===== config.mk =====
export PLATFORM = sky130hd
export DESIGN_NAME = rhd_requant_halfband
export DESIGN_NICKNAME = d
export VERILOG_FILES = /design/src/core/rhd_pkg.sv /design/src/core/rhd_fifo.sv /design/src/core/rhd_requant_halfband.sv
export VERILOG_INCLUDE_DIRS = /design/src /design/src/core
export SDC_FILE = /design/constraint.sdc
export NUM_CORES = 2
export LEC_CHECK = 0
export CAP_MARGIN = 20
export CELL_PAD_IN_SITES_DETAIL_PLACEMENT = 1
export CELL_PAD_IN_SITES_GLOBAL_PLACEMENT = 2
export CORE_UTILIZATION = 34
export CTS_CLUSTER_SIZE = 40
export DETAILED_ROUTE_END_ITERATION = 6
export DONT_BUFFER_PORTS = 1
export PLACE_DENSITY_LB_ADDON = 0.1
export SLEW_MARGIN = 20
export SYNTH_ARGS = -nofsm -noshare
export SYNTH_HDL_FRONTEND = slang
export SYNTH_HIERARCHICAL = 1
export SYNTH_SLANG_ARGS = --single-unit

===== constraint.sdc =====
create_clock -name CLK_SYS -period 16.8 [get_ports CLK_SYS]
set_clock_uncertainty 0.05 [all_clocks]
set_input_delay 5.04 -clock CLK_SYS [delete_from_list [all_inputs] [get_ports CLK_SYS]]
set_output_delay 5.04 -clock CLK_SYS [all_outputs]
set_load 0.01 [all_outputs]

===== src/core/rhd_params.svh =====
// register offsets, field positions, reset values and fixed coefficients
`ifndef RHD_PARAMS_SVH
`define RHD_PARAMS_SVH

`define RHD_ADDR_HB_CTRL     12'h41e
`define RHD_ADDR_NSR_MODE    12'h420
`define RHD_ADDR_NSR_TUNE    12'h422

`define RHD_HB_HP_BIT        7
`define RHD_HB_INSERT_BIT    0
`define RHD_NSR_EN_BIT       3
`define RHD_NSR_BADTW_BIT    7

`define RHD_RST_HB_CTRL      8'h01
`define RHD_RST_NSR_MODE     8'h08
`define RHD_RST_NSR_TUNE     8'h00

`define RHD_C_OUTER          12'h019
`define RHD_C_2              12'h02f
`define RHD_C_4              12'h05d
`define RHD_C_6              12'h0c2
`define RHD_C_8              12'h284
`define RHD_C_CENTRE         12'h400
`define RHD_HB_SHIFT         11

`define RHD_ATT_MUL          8'hb5
`define RHD_ATT_SHIFT        8

`define RHD_TW_MAX_NARROW    6'h3a
`define RHD_TW_MAX_WIDE      6'h2b
`define RHD_TW_STEP_PM       10'h005
`define RHD_HALF_NARROW_PM   10'h069
`define RHD_HALF_WIDE_PM     10'h08c
`define RHD_QUARTER_PM       10'h0fa

`endif


===== src/core/rhd_pkg.sv =====
// types shared by the requantizer and half-band decimator
`default_nettype none
package rhd_pkg;
   typedef logic [7:0] rhd_reg_t;
   typedef enum logic [2:0] {RHD_PROF_NARROW, RHD_PROF_WIDE} rhd_profile_e;
endpackage : rhd_pkg
`default_nettype wire


===== src/core/rhd_fifo.sv =====
// parameterised valid/ready fifo for the decimated sample stream
`default_nettype none
module rhd_fifo #(
   parameter int W     = 14,
   parameter int DEPTH = 8
) (
   input  wire logic         clk,
   input  wire logic         rst,
   input  wire logic [W-1:0] in_data,
   input  wire logic         in_valid,
   output logic              in_ready,
   output logic [W-1:0]      out_data,
   output logic              out_valid,
   input  wire logic         out_ready
);
   localparam int AW = $clog2(DEPTH);

   typedef struct packed {
      logic [DEPTH-1:0][W-1:0] mem;
      logic [AW:0]             wp;
      logic [AW:0]             rp;
   } rhd_fifo_s;

   rhd_fifo_s r_reg;
   rhd_fifo_s r_next;
   logic      full;
   logic      empty;

   assign empty     = r_reg.wp == r_reg.rp;
   assign full      = (r_reg.wp[AW-1:0] == r_reg.rp[AW-1:0]) && (r_reg.wp[AW] != r_reg.rp[AW]);
   assign in_ready  = !full;
   assign out_valid = !empty;
   assign out_data  = r_reg.mem[r_reg.rp[AW-1:0]];

   always_comb begin
      r_next = r_reg;
      if (in_valid && !full) begin
         r_next.mem[r_reg.wp[AW-1:0]] = in_data;
         r_next.wp = r_reg.wp + 1'b1;
      end
      if (out_ready && !empty) begin
         r_next.rp = r_reg.rp + 1'b1;
      end
   end

   always_ff @(posedge clk or posedge rst) begin
      if (rst) begin
         r_reg <= '0;
      end else begin
         r_reg <= r_next;
      end
   end
endmodule : rhd_fifo
`default_nettype wire


===== src/core/rhd_requant_halfband.sv =====
// one channel: half-band decimator by two followed by noise shaping requantizer
`default_nettype none
`include "rhd_params.svh"

module rhd_requant_halfband #(
   parameter int SAMPLE_W   = 14,
   parameter int NSR_BITS   = 9,
   parameter int FIFO_DEPTH = 8,
   parameter bit CHANNEL    = 1'b0,
   parameter bit SLOW_GRADE = 1'b0
) (
   input  wire logic                  CLK_SYS,
   input  wire logic                  RST,
   input  wire logic                  REG_SEL_CH,
   input  wire logic [11:0]           REG_ADDR,
   input  wire rhd_pkg::rhd_reg_t     REG_WDATA,
   input  wire logic                  REG_WR,
   input  wire logic                  REG_RD,
   output rhd_pkg::rhd_reg_t          REG_RDATA,
   input  wire logic [SAMPLE_W-1:0]   SAMPLE_IN,
   input  wire logic                  SAMPLE_VALID,
   output logic                       SAMPLE_READY,
   output logic [SAMPLE_W-1:0]        OUT_DATA,
   output logic                       OUT_VALID,
   input  wire logic                  OUT_READY
);
   import rhd_pkg::*;

   localparam int TAPS  = 19;
   localparam int MID   = 9;
   localparam int ACC_W = SAMPLE_W + 14;
   localparam int DROP  = SAMPLE_W - NSR_BITS;
   localparam logic signed [ACC_W-1:0] SMAX = ACC_W'((1 << (SAMPLE_W - 1)) - 1);
   localparam logic signed [ACC_W-1:0] SMIN = -SMAX - ACC_W'(1);
   localparam logic [ACC_W-1:0]        LSB_MASK = ACC_W'((1 << DROP) - 1);

   typedef struct packed {
      rhd_reg_t                       hb_ctrl;
      rhd_reg_t                       nsr_mode;
      rhd_reg_t                       nsr_tune;
      rhd_reg_t                       rdata;
      logic [TAPS-1:0][SAMPLE_W-1:0]  taps;
      logic                           phase;
      logic                           hb_vld;
      logic [SAMPLE_W-1:0]            hb_y;
      logic [SAMPLE_W-1:0]            err;
   } rhd_state_s;

   rhd_state_s                    r_reg;
   rhd_state_s                    r_next;
   logic [TAPS-1:0][SAMPLE_W-1:0] tn;
   logic signed [SAMPLE_W:0]      pr [0:8];
   logic signed [SAMPLE_W:0]      ctr;
   logic signed [ACC_W-1:0]       acc;
   logic [SAMPLE_W-1:0]           hb_sum;
   logic signed [ACC_W-1:0]       att;
   logic signed [ACC_W-1:0]       v;
   logic signed [ACC_W-1:0]       q;
   logic [SAMPLE_W-1:0]           qs;
   logic signed [ACC_W-1:0]       e;
   logic [SAMPLE_W-1:0]           err_new;
   logic [SAMPLE_W-1:0]           fifo_in;
   logic                          fifo_rdy;
   logic                          nsr_en;
   logic                          hp_mode;
   logic                          dec_on;
   logic                          low_band;
   logic                          bad_tw;
   logic                          take;
   logic                          wr_own;
   logic [9:0]                    centre_pm;
   rhd_reg_t                      rd_mux;

   function automatic logic signed [ACC_W-1:0] mul_c(input logic signed [SAMPLE_W:0] s,
                                                     input logic [11:0] c);
      logic signed [ACC_W-1:0] se;
      logic signed [ACC_W-1:0] ce;
      se = ACC_W'(s);
      ce = ACC_W'($signed({1'b0, c}));
      mul_c = se * ce;
   endfunction : mul_c

   function automatic logic [SAMPLE_W-1:0] sat(input logic signed [ACC_W-1:0] a);
      if (a > SMAX) begin
         sat = SMAX[SAMPLE_W-1:0];
      end else if (a < SMIN) begin
         sat = SMIN[SAMPLE_W-1:0];
      end else begin
         sat = a[SAMPLE_W-1:0];
      end
   endfunction : sat

   assign nsr_en  = r_reg.nsr_mode[`RHD_NSR_EN_BIT];
   assign hp_mode = r_reg.hb_ctrl[`RHD_HB_HP_BIT];
   assign dec_on  = nsr_en && (!SLOW_GRADE || r_reg.hb_ctrl[`RHD_HB_INSERT_BIT]);
   assign wr_own  = REG_WR && (REG_SEL_CH == CHANNEL);
   assign take    = SAMPLE_VALID && SAMPLE_READY;
   // stall only while the decimated word waits for fifo room
   assign SAMPLE_READY = !r_reg.hb_vld || fifo_rdy;
   assign tn = {r_reg.taps[TAPS-2:0], SAMPLE_IN};
   assign REG_RDATA = r_reg.rdata;

   // band edge from tuning word, half widths
   always_comb begin
      centre_pm = 10'(r_reg.nsr_tune[5:0]) * `RHD_TW_STEP_PM;
      if (r_reg.nsr_mode[2:0] == 3'(RHD_PROF_WIDE)) begin
         centre_pm = centre_pm + `RHD_HALF_WIDE_PM;
      end else begin
         centre_pm = centre_pm + `RHD_HALF_NARROW_PM;
      end
      low_band = centre_pm < `RHD_QUARTER_PM;
   end

   // out-of-range words flagged, hardware keeps using them
   always_comb begin
      case (r_reg.nsr_mode[2:0])
         3'(RHD_PROF_NARROW): bad_tw = r_reg.nsr_tune[5:0] > `RHD_TW_MAX_NARROW;
         3'(RHD_PROF_WIDE):   bad_tw = r_reg.nsr_tune[5:0] > `RHD_TW_MAX_WIDE;
         default:             bad_tw = 1'b1;
      endcase
   end

   // symmetric pairs fold nineteen taps onto five multipliers plus centre
   always_comb begin
      for (int k = 0; k < 9; k++) begin
         pr[k] = $signed({tn[k][SAMPLE_W-1], tn[k]})
               + $signed({tn[TAPS-1-k][SAMPLE_W-1], tn[TAPS-1-k]});
      end
      ctr = $signed({tn[MID][SAMPLE_W-1], tn[MID]});
      // low-pass taps, odd pairs have no multiplier
      acc = mul_c(pr[0], `RHD_C_OUTER) - mul_c(pr[2], `RHD_C_2)
          + mul_c(pr[4], `RHD_C_4) - mul_c(pr[6], `RHD_C_6)
          + mul_c(pr[8], `RHD_C_8);
      // centre sign flip, selects the upper zones
      if (hp_mode) begin
         acc = acc - mul_c(ctr, `RHD_C_CENTRE);
      end else begin
         acc = acc + mul_c(ctr, `RHD_C_CENTRE);
      end
      hb_sum = sat(acc >>> `RHD_HB_SHIFT);
   end

   // 3 dB loss ahead of the requantizer
   always_comb begin
      // signed gain keeps the shift arithmetic for negative words
      att = (ACC_W'($signed(r_reg.hb_y)) * $signed(ACC_W'(`RHD_ATT_MUL))) >>> `RHD_ATT_SHIFT;
      // error feedback notch: dc for low bands, nyquist for high bands
      if (low_band) begin
         v = att - ACC_W'($signed(r_reg.err));
      end else begin
         v = att + ACC_W'($signed(r_reg.err));
      end
      q  = v & ~LSB_MASK;
      qs = sat(q) & ~LSB_MASK[SAMPLE_W-1:0];
      e  = ACC_W'($signed(qs)) - v;
      // a clipped word would feed back a huge error, so drop it
      if (ACC_W'($signed(qs)) != q) begin
         err_new = '0;
      end else begin
         err_new = e[SAMPLE_W-1:0];
      end
      fifo_in = nsr_en ? qs : r_reg.hb_y;
   end

   always_comb begin
      rd_mux = '0;
      if (REG_SEL_CH == CHANNEL) begin
         case (REG_ADDR)
            `RHD_ADDR_HB_CTRL:  rd_mux = r_reg.hb_ctrl;
            `RHD_ADDR_NSR_MODE: rd_mux = {bad_tw, r_reg.nsr_mode[6:0]};
            `RHD_ADDR_NSR_TUNE: rd_mux = {2'b00, r_reg.nsr_tune[5:0]};
            default:            rd_mux = '0;
         endcase
      end
   end

   always_comb begin
      r_next = r_reg;
      if (REG_RD) begin
         r_next.rdata = rd_mux;
      end
      if (wr_own) begin
         case (REG_ADDR)
            `RHD_ADDR_HB_CTRL:  r_next.hb_ctrl  = REG_WDATA;
            `RHD_ADDR_NSR_MODE: r_next.nsr_mode = {1'b0, REG_WDATA[6:0]};
            `RHD_ADDR_NSR_TUNE: r_next.nsr_tune = {2'b00, REG_WDATA[5:0]};
            default:            r_next.nsr_tune = r_reg.nsr_tune;
         endcase
      end
      if (r_reg.hb_vld && fifo_rdy) begin
         r_next.hb_vld = 1'b0;
         if (nsr_en) begin
            r_next.err = err_new;
         end
      end
      if (take) begin
         r_next.taps = tn;
         r_next.phase = dec_on ? ~r_reg.phase : 1'b0;
         if (!dec_on || r_reg.phase) begin
            r_next.hb_vld = 1'b1;
            r_next.hb_y   = dec_on ? hb_sum : SAMPLE_IN;
         end
      end
   end

   always_ff @(posedge CLK_SYS or posedge RST) begin
      if (RST) begin
         r_reg          <= '0;
         r_reg.hb_ctrl  <= `RHD_RST_HB_CTRL;
         r_reg.nsr_mode <= `RHD_RST_NSR_MODE;
         r_reg.nsr_tune <= `RHD_RST_NSR_TUNE;
      end else begin
         r_reg <= r_next;
      end
   end

   rhd_fifo #(
      .W     (SAMPLE_W),
      .DEPTH (FIFO_DEPTH)
   ) u_out_fifo (
      .clk       (CLK_SYS),
      .rst       (RST),
      .in_data   (fifo_in),
      .in_valid  (r_reg.hb_vld),
      .in_ready  (fifo_rdy),
      .out_data  (OUT_DATA),
      .out_valid (OUT_VALID),
      .out_ready (OUT_READY)
   );

   // helper: only the centre tap of the shifted line is nonzero
   logic only_ctr;
   always_comb begin
      only_ctr = 1'b1;
      for (int k = 0; k < TAPS; k++) begin
         if (k != MID && tn[k] != '0) begin
            only_ctr = 1'b0;
         end
      end
   end
endmodule : rhd_requant_halfband
`default_nettype wire


==> flow_summary.json <==
{
  "slew_headroom_pct": 22.05,
  "grt_max_degree": 202,
  "grt_pass1_wl_um": 172900,
  "n_antenna_cell": 0,
  "grt.total_usage_pct": 19.96,
  "via_per_inst": 4.836,
  "fp.coreArea_um2": 110700,
  "path_max_fanout": 13,
  "synthesis.area_um2": 37910,
  "vias": 26560,
  "hpwl_um": 87940,
  "synth_edf_count": 0,
  "utilization_pct": 37.55,
  "cp-end-kind": "flip-flop",
  "cpMaxStageDelayCell": "o311ai_0",
  "dp_cells": 5387,
  "tns_ns": 0,
  "crit_top_cell": "fa_1",
  "wl_per_cell_um": 20.12,
  "startpoint_type": "input port",
  "drive_above_1_share_pct": 8.964,
  "setup_ws_ns": 1.273,
  "critPathArrivalTime_ns": 16.02,
  "crit_type": "in2reg",
  "ant_nets": 0,
  "synth_area_leaders": "dfrtp_1 (28%), fa_1 (16%), ha_1 (15%)",
  "dr.pass1.iters": 5,
  "fin_nets": 4760,
  "grt.overflow.total": 0,
  "synth.most_common_cell": "nand2_1",
  "cts_root_buf": "clkbuf_16",
  "slew_violations": 0,
  "cts_hold_buf": 0,
  "worst_hold_path_type": "reg2reg",
  "rows": 122,
  "syn_area_per_cell_um2": 9.534,
  "portBuffers": 0,
  "die_area_um2": 112800,
  "clkTransAtPathRegs_ns": 0.06,
  "register_area_um2": 10790,
  "r2r_cells": 52,
  "area_delta_synth_final_pct": 9.618,
  "hold_depth": 2,
  "syn-num-nets": 4777,
  "cts_buffers": 56,
  "ys_seq_area_share_pct": 28.46,
  "fin_crit_ns": 15.53,
  "cts.sinks": 431,
  "wirelength_um": 110500,
  "maxCapViolations": 0,
  "async_flop_share_pct": 100.0,
  "clk_path_buf_depth": 3,
  "antenna_found_initial": 0,
  "hold_viol": 0,
  "drc": 0,
  "cts_resized": 0,
  "rsz0062_at_grt": "no",
  "instances_no_fill": 5493,
  "outcome": "finished, final reports clean",
  "grt_pass1_vias": 28920,
  "synth.cells.most_frequent": "nand2_1 (833), inv_1 (568), ha_1 (465), dfrtp_1 (429), fa_1 (295)",
  "clock_latency_ns": 0.67,
  "yosys_register_bits": 431,
  "dp_slack_ns": 0.5294,
  "cts_tree": "done",
  "setup_viol": 0,
  "die_w_um": 335.9,
  "worst_pin_slew_ns": 1.161,
  "drt_first_iter_violations": 946,
  "gp_congestion": 0.8172,
  "synth_cell_types": 92,
  "period_share_pct": 92.42,
  "synth_top_area_share_pct": 28.32,
  "netlist_instances": 3976,
  "htree_num_levels": 2,
  "die_height_um": 335.9,
  "initial_core_util_pct": 34.25,
  "yosys.area.top_type": "dfrtp_1",
  "cpPeakStageDelay_ns": 0.77,
  "io-pin-count": 65,
  "largest_reg_flops": 287,
  "multiInputGateArea_um2": 24500,
  "synthFlopType": "dfrtp_1",
  "fmax_mhz": 64.41,
  "critPathRequiredTime_ns": 17.29,
  "ys_warn_count": 6,
  "postCtsSetupBuffers": 0,
  "n_fill_cell": 12600
}
## through the flow
stage | hold slack (ns) | cell area (um2)
after detailed placement | 0.4055 | 39540
after CTS | 0.4127 | 41510
after floorplan | 0.3886 | 37910
final | 0.4071 | 41550
after global routing | 0.4330 | 41550
after global placement | 0.4019 | 39530
## final cells by class
| type | count | area share [%] |
|---|---|---|
| inverter | 568 | 5.155 |
| multi-input combinational | 2870 | 58.95 |
| tap | 1488 | 4.480 |
| clock buffer | 81 | 3.960 |
| sequential | 431 | 25.96 |
| timing repair buffer | 32 | 0.6956 |
| clock inverter | 23 | 0.7919 |
## critical path, delay by kind of cell
family | cells | cell delay (ns)
simple gates | 4 | 0.59
compound gates | 20 | 5.74
mux | 1 | 0.13
buf+inv | 2 | 0.14
fa+ha+maj | 10 | 4.24
xor+xnor | 1 | 0.11
## per-layer routing
metal / up-vias / track usage (%) / share of wire [%]
li1: 12890 / - / -
met1: 13350 / 26.27 / 46
met2: 220 / 35.03 / 49
met3: 102 / 2.209 / 2.4
met4: 0 / 4.411 / 2.1
met5: - / 0 / 0
## placed cells by master (no fill, tap or decap), drive strengths merged, types with 19 or more instances in the layout
cell type / n
a21o: 40
a21oi: 140
buf: 32
clkbuf: 81
dfrtp: 429
fa: 295
ha: 465
inv: 571
mux2: 156
mux2i: 21
mux4: 28
nand2: 834
nand2b: 33
nand3: 31
nor2: 154
nor2b: 31
nor3: 41
o21a: 19
o21ai: 104
o21bai: 27
xnor2: 136
xor2: 59
## kinds of logic after synthesis
kind of cell    share of synthesized area (%)
flops                                   28.46
xor+xnor                                4.585
compound gates                          7.859
buf+inv                                 6.994
simple gates                            14.06
fa+ha+maj                               30.93
mux                                     7.116
## final timing paths
| kind | slack (ns) | end | start |
|---|---|---|---|
| max reg2reg | 3.03 | r_reg[26] | r_reg[128] |
| min | 0.41 | r_reg[271] | r_reg[257] |
| min reg2reg | 0.41 | r_reg[271] | r_reg[257] |
| max in group asynchronous | 10.29 | r_reg[123] | RST |
| max | 1.27 | r_reg[26] | SAMPLE_IN[1] |
| min in group asynchronous | 4.31 | r_reg[31] | RST |
Power is not shown: default switching activity piles up to over one toggle a cycle in this logic, so the estimate is an artifact.
